[src/common/srw_pkg.sv]
package srw_pkg;

  // clock rate and printed times, each in its own unit
  localparam int CLK_MHZ = 200;
  localparam int RST_HOLD_MS = 200;
  localparam int WD_OPEN_MS = 1600;
  localparam int WD_PULLUP_MS = 200;
  localparam int CAP_TIMEOUT_MS = 100;
  localparam int CFG_EVAL_US = 381;
  localparam int ENABLE_SETTLE_US = 150;
  localparam int STARTUP_US = 300;

  // derived cycle counts
  localparam int CNT_W = 32;
  localparam logic [CNT_W-1:0] RST_HOLD_CYC =
    CNT_W'(RST_HOLD_MS * CLK_MHZ * 1000);
  localparam logic [CNT_W-1:0] WD_OPEN_CYC =
    CNT_W'(WD_OPEN_MS * CLK_MHZ * 1000);
  localparam logic [CNT_W-1:0] WD_PULLUP_CYC =
    CNT_W'(WD_PULLUP_MS * CLK_MHZ * 1000);
  localparam logic [CNT_W-1:0] CAP_TIMEOUT_CYC =
    CNT_W'(CAP_TIMEOUT_MS * CLK_MHZ * 1000);
  localparam logic [CNT_W-1:0] CFG_EVAL_CYC =
    CNT_W'(CFG_EVAL_US * CLK_MHZ);
  localparam logic [CNT_W-1:0] ENABLE_SETTLE_CYC =
    CNT_W'(ENABLE_SETTLE_US * CLK_MHZ);
  localparam logic [CNT_W-1:0] STARTUP_CYC =
    CNT_W'(STARTUP_US * CLK_MHZ);
  localparam logic [CNT_W-1:0] CNT_ONE = 32'h0000_0001;
  localparam logic [CNT_W-1:0] CNT_ZERO = 32'h0000_0000;

  // synchroniser bit positions and reset values
  localparam int SYNC_W = 5;
  localparam int SY_UV = 0;
  localparam int SY_MR = 1;
  localparam int SY_KICK = 2;
  localparam int SY_EN = 3;
  localparam int SY_CFG = 4;
  localparam logic [SYNC_W-1:0] SYNC_INIT = 5'h02;

  typedef enum logic [2:0] {
    SRW_MODE_OPEN = 3'h1,
    SRW_MODE_PULLUP = 3'h2,
    SRW_MODE_CAP = 3'h4
  } srw_mode_type;

  typedef enum logic [2:0] {
    SRW_ST_STARTUP = 3'h1,
    SRW_ST_ASSERT = 3'h2,
    SRW_ST_RUN = 3'h4
  } srw_rst_state_type;

  typedef enum logic [3:0] {
    SRW_CE_IDLE = 4'h1,
    SRW_CE_PULL = 4'h2,
    SRW_CE_CHARGE = 4'h4,
    SRW_CE_DONE = 4'h8
  } srw_cfg_state_type;

endpackage

[src/core/srw_top.sv]
`timescale 1ns/1ps
module srw_top #(
  parameter logic [31:0] RST_HOLD_CYC = srw_pkg::RST_HOLD_CYC,
  parameter logic [31:0] WD_OPEN_CYC = srw_pkg::WD_OPEN_CYC,
  parameter logic [31:0] WD_PULLUP_CYC = srw_pkg::WD_PULLUP_CYC,
  parameter logic [31:0] CAP_TIMEOUT_CYC = srw_pkg::CAP_TIMEOUT_CYC,
  parameter logic [31:0] CFG_EVAL_CYC = srw_pkg::CFG_EVAL_CYC,
  parameter logic [31:0] ENABLE_SETTLE_CYC = srw_pkg::ENABLE_SETTLE_CYC,
  parameter logic [31:0] STARTUP_CYC = srw_pkg::STARTUP_CYC
) (
  // clock and reset
  input wire logic sys_clk,
  input wire logic nrst,
  // supply comparator, high while below threshold
  input wire logic undervoltage_in,
  // processor side pins
  input wire logic manual_reset_n_input,
  input wire logic watchdog_kick_input,
  input wire logic watchdog_enable_pin,
  // timeout configuration pin
  input wire logic timeout_config_pin,
  output logic cfg_pulldown_en,
  output logic cfg_charge_en,
  // open-drain reset output
  output logic reset_pin_out,
  output logic reset_pin_oe,
  // open-drain watchdog fault output
  output logic watchdog_fault_n_output,
  output logic watchdog_fault_oe
);

  logic [1:0] rst_sync_reg;
  logic rst_n;
  logic [srw_pkg::SYNC_W-1:0] sync1_reg;
  logic [srw_pkg::SYNC_W-1:0] sync2_reg;
  logic uv_s;
  logic mr_n_s;
  logic kick_s;
  logic en_s;
  logic cfg_s;
  srw_pkg::srw_rst_state_type rst_state_reg;
  logic [31:0] rst_cnt_reg;
  logic reset_cause;
  logic startup_leave;
  logic uv_prev_reg;
  logic cfg_start_reg;
  logic cfg_done;
  srw_pkg::srw_mode_type cfg_mode;
  logic wd_active;
  logic wd_settling_reg;
  logic [31:0] settle_cnt_reg;
  logic [31:0] wd_cnt_reg;
  logic [31:0] fault_cnt_reg;
  logic fault_reg;
  logic kick_prev_reg;
  logic kick_fall;
  logic [31:0] wd_timeout;
  logic low_drive_reg;

  // reset release through two flip-flops
  always_ff @(posedge sys_clk or negedge nrst) begin
    if (!nrst) begin
      rst_sync_reg <= 2'h0;
    end else begin
      rst_sync_reg <= {rst_sync_reg[0], 1'b1};
    end
  end
  assign rst_n = rst_sync_reg[1];

  // two-flop synchronisers, one per pin
  genvar gi;
  generate
    for (gi = 0; gi < srw_pkg::SYNC_W; gi++) begin : g_sync
      logic pin_in;
      if (gi == srw_pkg::SY_UV) begin : g_uv
        assign pin_in = undervoltage_in;
      end else if (gi == srw_pkg::SY_MR) begin : g_mr
        assign pin_in = manual_reset_n_input;
      end else if (gi == srw_pkg::SY_KICK) begin : g_kick
        assign pin_in = watchdog_kick_input;
      end else if (gi == srw_pkg::SY_EN) begin : g_en
        assign pin_in = watchdog_enable_pin;
      end else begin : g_cfg
        assign pin_in = timeout_config_pin;
      end
      // manual reset starts out inactive high
      always_ff @(posedge sys_clk or negedge rst_n) begin
        if (!rst_n) begin
          sync1_reg[gi] <= srw_pkg::SYNC_INIT[gi];
          sync2_reg[gi] <= srw_pkg::SYNC_INIT[gi];
        end else begin
          sync1_reg[gi] <= pin_in;
          sync2_reg[gi] <= sync1_reg[gi];
        end
      end
    end
  endgenerate

  assign uv_s = sync2_reg[srw_pkg::SY_UV];
  assign mr_n_s = sync2_reg[srw_pkg::SY_MR];
  assign kick_s = sync2_reg[srw_pkg::SY_KICK];
  assign en_s = sync2_reg[srw_pkg::SY_EN];
  assign cfg_s = sync2_reg[srw_pkg::SY_CFG];

  // either cause holds reset; 1 us pulses outlast the synchroniser
  assign reset_cause = uv_s | ~mr_n_s;
  assign startup_leave = (rst_state_reg == srw_pkg::SRW_ST_STARTUP) &
                         ~uv_s &
                         (rst_cnt_reg == STARTUP_CYC - srw_pkg::CNT_ONE);

  // reset sequencer: startup, hold, run
  always_ff @(posedge sys_clk or negedge rst_n) begin
    if (!rst_n) begin
      rst_state_reg <= srw_pkg::SRW_ST_STARTUP;
      rst_cnt_reg <= srw_pkg::CNT_ZERO;
    end else begin
      case (rst_state_reg)
        srw_pkg::SRW_ST_STARTUP: begin
          if (uv_s) begin
            rst_cnt_reg <= srw_pkg::CNT_ZERO; // needs unbroken supply
          end else if (startup_leave) begin
            rst_cnt_reg <= srw_pkg::CNT_ZERO;
            rst_state_reg <= srw_pkg::SRW_ST_ASSERT;
          end else begin
            rst_cnt_reg <= rst_cnt_reg + srw_pkg::CNT_ONE;
          end
        end
        srw_pkg::SRW_ST_ASSERT: begin
          if (reset_cause) begin
            rst_cnt_reg <= srw_pkg::CNT_ZERO; // hold restarts
          end else if (rst_cnt_reg == RST_HOLD_CYC - srw_pkg::CNT_ONE) begin
            rst_cnt_reg <= srw_pkg::CNT_ZERO;
            rst_state_reg <= srw_pkg::SRW_ST_RUN;
          end else begin
            rst_cnt_reg <= rst_cnt_reg + srw_pkg::CNT_ONE;
          end
        end
        srw_pkg::SRW_ST_RUN: begin
          if (reset_cause) begin
            rst_state_reg <= srw_pkg::SRW_ST_ASSERT;
          end
        end
        default: rst_state_reg <= srw_pkg::SRW_ST_STARTUP;
      endcase
    end
  end

  // reset pin driven low unless running; the cause bypasses the fsm lag
  always_ff @(posedge sys_clk or negedge rst_n) begin
    if (!rst_n) begin
      reset_pin_oe <= 1'b1;
    end else begin
      reset_pin_oe <= (rst_state_reg != srw_pkg::SRW_ST_RUN) |
                      reset_cause;
    end
  end

  // a start pulse on each entry into the valid supply region
  always_ff @(posedge sys_clk or negedge rst_n) begin
    if (!rst_n) begin
      uv_prev_reg <= 1'b1;
      cfg_start_reg <= 1'b0;
    end else begin
      uv_prev_reg <= uv_s;
      cfg_start_reg <= startup_leave |
                       (uv_prev_reg & ~uv_s &
                        (rst_state_reg != srw_pkg::SRW_ST_STARTUP));
    end
  end

  srw_cfg_eval #(
    .PHASE_CYC(CFG_EVAL_CYC >> 1)
  ) u_cfg_eval (
    .sys_clk(sys_clk),
    .rst_n(rst_n),
    .start(cfg_start_reg),
    .pin_level(cfg_s),
    .pulldown_en(cfg_pulldown_en),
    .charge_en(cfg_charge_en),
    .mode(cfg_mode),
    .done(cfg_done)
  );

  // timeout source follows the classified pin
  always_comb begin
    case (cfg_mode)
      srw_pkg::SRW_MODE_OPEN: wd_timeout = WD_OPEN_CYC;
      srw_pkg::SRW_MODE_PULLUP: wd_timeout = WD_PULLUP_CYC;
      srw_pkg::SRW_MODE_CAP: wd_timeout = CAP_TIMEOUT_CYC;
      default: wd_timeout = WD_OPEN_CYC;
    endcase
  end

  // watchdog runs only out of reset, enabled and configured
  assign wd_active = (rst_state_reg == srw_pkg::SRW_ST_RUN) &
                     ~reset_cause & en_s & cfg_done;
  assign kick_fall = kick_prev_reg & ~kick_s;

  // kick edge history; the 50 ns minimum pulse clears two flops
  always_ff @(posedge sys_clk or negedge rst_n) begin
    if (!rst_n) begin
      kick_prev_reg <= 1'b0;
    end else begin
      kick_prev_reg <= kick_s;
    end
  end

  // watchdog timer, settle window and fault hold
  always_ff @(posedge sys_clk or negedge rst_n) begin
    if (!rst_n) begin
      wd_settling_reg <= 1'b1;
      settle_cnt_reg <= srw_pkg::CNT_ZERO;
      wd_cnt_reg <= srw_pkg::CNT_ZERO;
      fault_cnt_reg <= srw_pkg::CNT_ZERO;
      fault_reg <= 1'b0;
    end else if (!wd_active) begin
      // disabled or in reset: kicks ignored, fault released
      wd_settling_reg <= 1'b1;
      settle_cnt_reg <= srw_pkg::CNT_ZERO;
      wd_cnt_reg <= srw_pkg::CNT_ZERO;
      fault_cnt_reg <= srw_pkg::CNT_ZERO;
      fault_reg <= 1'b0;
    end else if (wd_settling_reg) begin
      if (settle_cnt_reg == ENABLE_SETTLE_CYC - srw_pkg::CNT_ONE) begin
        wd_settling_reg <= 1'b0; // kicks heard from here on
      end else begin
        settle_cnt_reg <= settle_cnt_reg + srw_pkg::CNT_ONE;
      end
    end else if (fault_reg) begin
      if (fault_cnt_reg == RST_HOLD_CYC - srw_pkg::CNT_ONE) begin
        fault_reg <= 1'b0; // released after one hold period
        fault_cnt_reg <= srw_pkg::CNT_ZERO;
        wd_cnt_reg <= srw_pkg::CNT_ZERO;
      end else begin
        fault_cnt_reg <= fault_cnt_reg + srw_pkg::CNT_ONE;
      end
    end else if (kick_fall) begin
      wd_cnt_reg <= srw_pkg::CNT_ZERO; // service restarts the count
    end else if (wd_cnt_reg == wd_timeout - srw_pkg::CNT_ONE) begin
      fault_reg <= 1'b1; // kick missed
      fault_cnt_reg <= srw_pkg::CNT_ZERO;
    end else begin
      wd_cnt_reg <= wd_cnt_reg + srw_pkg::CNT_ONE;
    end
  end

  // open-drain pins only ever drive low
  always_ff @(posedge sys_clk or negedge rst_n) begin
    if (!rst_n) begin
      low_drive_reg <= 1'b0;
    end else begin
      low_drive_reg <= 1'b0;
    end
  end
  assign reset_pin_out = low_drive_reg;
  assign watchdog_fault_n_output = low_drive_reg;
  assign watchdog_fault_oe = fault_reg;

endmodule

[src/core/srw_cfg_eval.sv]
`timescale 1ns/1ps
module srw_cfg_eval #(
  parameter logic [31:0] PHASE_CYC = 32'h0000_0001
) (
  // clock and reset
  input wire logic sys_clk,
  input wire logic rst_n,
  // control
  input wire logic start,
  input wire logic pin_level,
  // pin drive and result
  output logic pulldown_en,
  output logic charge_en,
  output srw_pkg::srw_mode_type mode,
  output logic done
);

  srw_pkg::srw_cfg_state_type state_reg;
  logic [31:0] cnt_reg;

  // up to two equal phases: weak pull-down, then charge current if the pin reads low
  always_ff @(posedge sys_clk or negedge rst_n) begin
    if (!rst_n) begin
      state_reg <= srw_pkg::SRW_CE_IDLE;
      cnt_reg <= srw_pkg::CNT_ZERO;
      mode <= srw_pkg::SRW_MODE_OPEN;
    end else if (start) begin
      state_reg <= srw_pkg::SRW_CE_PULL; // restart on every entry
      cnt_reg <= srw_pkg::CNT_ZERO;
    end else begin
      case (state_reg)
        srw_pkg::SRW_CE_PULL: begin
          if (cnt_reg == PHASE_CYC - srw_pkg::CNT_ONE) begin
            cnt_reg <= srw_pkg::CNT_ZERO;
            if (pin_level) begin
              mode <= srw_pkg::SRW_MODE_PULLUP; // beats pull-down
              state_reg <= srw_pkg::SRW_CE_DONE;
            end else begin
              state_reg <= srw_pkg::SRW_CE_CHARGE;
            end
          end else begin
            cnt_reg <= cnt_reg + srw_pkg::CNT_ONE;
          end
        end
        srw_pkg::SRW_CE_CHARGE: begin
          if (cnt_reg == PHASE_CYC - srw_pkg::CNT_ONE) begin
            cnt_reg <= srw_pkg::CNT_ZERO;
            state_reg <= srw_pkg::SRW_CE_DONE;
            // an open pin charges at once, a capacitor stays low
            mode <= pin_level ? srw_pkg::SRW_MODE_OPEN
                              : srw_pkg::SRW_MODE_CAP;
          end else begin
            cnt_reg <= cnt_reg + srw_pkg::CNT_ONE;
          end
        end
        srw_pkg::SRW_CE_DONE: state_reg <= srw_pkg::SRW_CE_DONE;
        default: state_reg <= srw_pkg::SRW_CE_IDLE;
      endcase
    end
  end

  // pin stimulus and completion flag
  always_ff @(posedge sys_clk or negedge rst_n) begin
    if (!rst_n) begin
      pulldown_en <= 1'b0;
      charge_en <= 1'b0;
      done <= 1'b0;
    end else begin
      pulldown_en <= (state_reg == srw_pkg::SRW_CE_PULL) & ~start;
      charge_en <= (state_reg == srw_pkg::SRW_CE_CHARGE) & ~start;
      done <= (state_reg == srw_pkg::SRW_CE_DONE) & ~start;
    end
  end

endmodule

[config.mk]
export PLATFORM = sky130hd
export DESIGN_NAME = srw_top
export DESIGN_NICKNAME = d
export VERILOG_FILES = /design/src/common/srw_pkg.sv /design/src/core/srw_top.sv /design/src/core/srw_cfg_eval.sv
export SDC_FILE = /design/constraint.sdc
export NUM_CORES = 1
export LEC_CHECK = 0
export BUFFER_PORTS_ARGS = -buffer_cell sky130_fd_sc_hd__buf_2
export CAP_MARGIN = 20
export CORE_MARGIN = 2
export CORE_UTILIZATION = 44
export CTS_BUF_LIST = sky130_fd_sc_hd__clkbuf_2
export DETAILED_ROUTE_END_ITERATION = 8
export HOLD_SLACK_MARGIN = 0.12
export PLACE_DENSITY = 0.7
export SETUP_SLACK_MARGIN = 0.2
export SLEW_MARGIN = 20
export SYNTH_ARGS = -nofsm -noshare
export SYNTH_HDL_FRONTEND = slang
export SYNTH_SLANG_ARGS = --single-unit
[constraint.sdc]
create_clock -name sys_clk -period 15.8 [get_ports sys_clk]
set_clock_uncertainty 0.1 [all_clocks]
set_input_delay 3.16 -clock sys_clk [delete_from_list [all_inputs] [get_ports sys_clk]]
set_output_delay 3.16 -clock sys_clk [all_outputs]
set_load 0.03 [all_outputs]
==> impl_metrics.csv <==
group,metric,value,unit
floorplanning,num_rows,56,
finish,final_cell_area,11030,µm²
global_routing,grt_antenna_before_repair,1,
synth,muxShareOfSynthArea,1.065,%
worst_setup_path,critical_path.top_delay_family,"flip-flops",
worst_setup_path,slowest_delay,0.52,ns
global_routing,grt_pass1_vias,8330,
pwr,leakagePower,4.254,nW
finish,syn_to_final_growth,5.515,%
clock_network,cts_hold_buf,0,
pwr,sequentialPowerShare,64.1,%
timing,fin_crit,4.767,ns
timing,fin_crit_sh,30.17,%
placement,place_inst,1451,
timing,rsz0062_at_grt,"no",
synth,yosysSeqAreaShare,45.80,%
pwr,net-switching-power,190.1,µW
clock_network,clk_latency,0.75,ns
synth,yosysUniqueCellTypes,73,
timing,worstMarginPinSlew,1.053,ns
timing,setup_violations,0,
synth,synth_flop_cell,"dfrtp_1",
global_routing,grt.total_usage,19.31,%
worst_setup_path,cp-end-kind,"output pin",
global_routing,grt_pass1_wl,39900,µm
finish,nNetsFinal,1164,
finish,layout-drive-gt1-share,6.695,%
placement,dpl.hpwl,14940,µm
clock_network,tritoncts,"built",
hold_path,whs_endpoint,"mr_n_s$_DFF_PN1_",
timing,fin_setup_tns,0,ns
clock_network,post_cts_buffers,0,
clock_network,cts-root-buf,"clkbuf_2",
synth,avgSynthCellArea,8.953,µm²
synth,synth.yosys.warnings,0,
timing,hold_violations,0,
pwr,comb_power_share,1.5,%
floorplanning,core,23400,µm²
floorplanning,initial_core_util,44.69,%
pwr,power_density,70.42,nW/µm²
detailed_routing,vias,8848,
synth,netlist_instances,1168,
synth,yosys.area_share.adder,0.5982,%
timing,timing.fmax,209.8,MHz
synth,synth_top_area_share,43.79,%
synth,synth-compound-area-share,15.79,%
detailed_routing,antenna_left,0,
global_routing,grt_max_degree,75,
finish,final_cells,1485,
synth,synth-xor-area-share,4.188,%
synth,synth_seq_cells,191,
hold_path,worstHoldStart,"sync1_reg[1]$_DFF_PN1_",
global_routing,grt.overflow.total,0,
clock_network,cts_resized,0,
flow_run,maxCapViolCount,0,
floorplanning,dieArea,25020,µm²
pwr,clkPwrFrac,34.4,%
worst_setup_path,reg2reg_from,"mr_n_s$_DFF_PN1_",
clock_network,cts_sinks,191,
worst_setup_path,arrival,1.51,ns
worst_setup_path,rr_endpoint,"wd_cnt_reg[8]$_DFFE_PN0P_",
placement,gp_congestion,0.8238,
detailed_routing,firstDrtPassIters,6,
finish,postLayoutCoreUtil,47.15,%
detailed_routing,totalWireLength,22820,µm
synth,synth_edf_count,0,
synth,synth_top_family_by_area,"simple AND/OR/NAND/NOR gates",
finish,multi_input_area,5298,µm²
floorplanning,die_h,158.2,µm
clock_network,cts_buffers,17,
floorplanning,ioPinCount,13,
synth,ys_async_sr_fraction,100.0,%
synth,synth.cell_area,10460,µm²
finish,seqCellArea,4793,µm²
placement,portBuffers,10,
worst_setup_path,worstPathRequired,12.54,ns
worst_setup_path,rr_worst_depth,7,
worst_setup_path,path_class,"reg2out",
pwr,sw_frac_of_total,24.46,%
detailed_routing,drt-initial-drc-count,802,
placement,placed_cell_area,10750,µm²
clock_network,cts.path.max_buffers,2,
run_status,status,"finished, final reports clean",
timing,slew_violations,0,
clock_network,clk_pin_slew,0.27,ns
worst_setup_path,critPathBufInv,1,
worst_setup_path,crit_chain,"buf_2",
hold_path,worstHoldPathType,"reg2reg",
worst_setup_path,crit_slowest_cell,"dfrtp_1",
pwr,power.total,777.0,µW
floorplanning,die_x,158.2,µm
worst_setup_path,rrSetupSlack,12.58,ns
synth,synthTopCellsByArea,"dfrtp_1 (44%), o21ai_0 (4.2%), nand2_1 (3.9%), nor2_1 (3.9%), a31oi_1 (3.4%)",
pwr,internal_power,586.9,µW
timing,relSlewSlack,28.85,%
worst_setup_path,startpoint_type,"flip-flop",
detailed_routing,wl_per_cell,15.36,µm
hold_path,hold_depth,0,
synth,synth_top_area_cell,"dfrtp_1",
pwr,ir_drop,0.00005194,V
detailed_routing,drc,0,
detailed_routing,viasPerCell,5.958,
finish,fillCellCount,2305,
worst_setup_path,critPathMaxFanout,6,
synth,synth_simple_gate_area_share,28.75,%
clock_network,htreeDepth,4,
## how the worst max path moves through the flow
| stage | cells past startpoint | startpoint | to | slack (ns) |
|---|---|---|---|---|
| floorplan | 0 | rst_sync_reg[1]$_DFF_PN0_ | cfg_s$_DFF_PN0_ | 10.0 |
| global route | 1 | reset_pin_oe$_DFF_PN1_ | reset_pin_oe | 10.91 |
| detailed placement | 1 | reset_pin_oe$_DFF_PN1_ | reset_pin_oe | 11.86 |
| global placement | 1 | reset_pin_oe$_DFF_PN1_ | reset_pin_oe | 11.86 |
| CTS | 1 | reset_pin_oe$_DFF_PN1_ | reset_pin_oe | 10.95 |
| finish | 1 | watchdog_fault_oe$_DFFE_PN0P_ | watchdog_fault_oe | 11.03 |
## cells in the mapped netlist, drive strengths merged (5+ instances only)
cell / number
nand4: 41
o21ai: 90
or3: 20
and2: 16
xnor2: 29
nor2b: 8
and4: 22
nor4: 45
nor4b: 13
o211ai: 6
a211o: 14
nand3b: 6
dfstp: 8
nor3b: 8
nor4bb: 5
a31oi: 56
inv: 38
xor2: 21
nand2b: 14
a21oi: 44
dfrtp: 183
clkbuf: 45
nor3: 42
ha: 5
o31ai: 15
nor2: 108
mux2i: 10
buf: 11
and3: 27
nand3: 54
nand2: 110
## routing by layer
metal | wire length (µm) | GRT usage, % | vias up
li1 | - | - | 4299
met1 | 10960 | 26.80 | 4326
met2 | 10690 | 31.80 | 208
met3 | 954 | 3.340 | 15
met4 | 212 | 4.204 | 0
met5 | 0 | 0 | -
## cells by family (layout without fill, tap and decap cells)
group	after synthesis	in the layout
xor gates and xnor gates	50	50
muxes	11	11
AOI/OAI and AO/OA	260	260
and+or+nand+nor	555	555
other	2	4
DFF	191	191
buffers and inverters	94	90
adders and majority gates	5	5
## metrics by stage
| step | setup WS (ns) | hold WS (ns) |
|---|---|---|
| CTS | 10.95 | 0.2805 |
| finish | 11.03 | 0.2785 |
| global route | 10.91 | 0.2901 |
| detailed placement | 11.86 | 0.2347 |
| floorplan | 9.998 | 0.2312 |
| global placement | 11.86 | 0.2362 |
## power groups by stage
stage               Combinational, mW  Sequential (mW)  Clock, mW
floorplan                     0.00453            0.509          0
global placement               0.0121            0.506          0
detailed placement             0.0122            0.506          0
CTS                            0.0122            0.499      0.280
global route                   0.0137            0.500      0.298
finish                         0.0115            0.498      0.268
## area by class of cell
class / instances / area share [%]
diodes: 1 / 0.02268
repair buffers: 20 / 1.168
clock inverters: 15 / 1.678
well taps: 319 / 3.617
flip-flops and latches: 191 / 43.44
multi-input cells: 884 / 48.01
inverters: 38 / 1.293
clock buffers: 17 / 0.7711
## worst reg2reg max path: stages (launching register included)
cell     delay, ns
dfstp_2       0.59
nor2b_1       0.47
nand3_1       0.13
buf_4         0.28
or3_1         0.75
nor2_1        0.49
nand2_1       0.13
o31ai_1       0.21
## cell usage in the layout (no fill, tap or decap), drive strengths merged, types with 4 or more instances in the layout
cell and count:
nand2 110, nand3 54, nor2 108, dfstp 8, a211o 14, ha 5, o31ai 15, a21o 4
nand4 41, o21ai 90, mux2i 10, nor4b 13, nor4 45, and3 27, and4 22, a31oi 56
buf 20, xnor2 29, clkbuf 17, nor3b 8, dfrtp 183, or3 20, nor4bb 5, and2 16
a21oi 44, nor2b 8, a41oi 4, nand2b 14, and4b 4, xor2 21, inv 43, o211ai 6
nand3b 6, nor3 42, clkinv 7
Note: power is estimated with default switching activity, not from simulation.
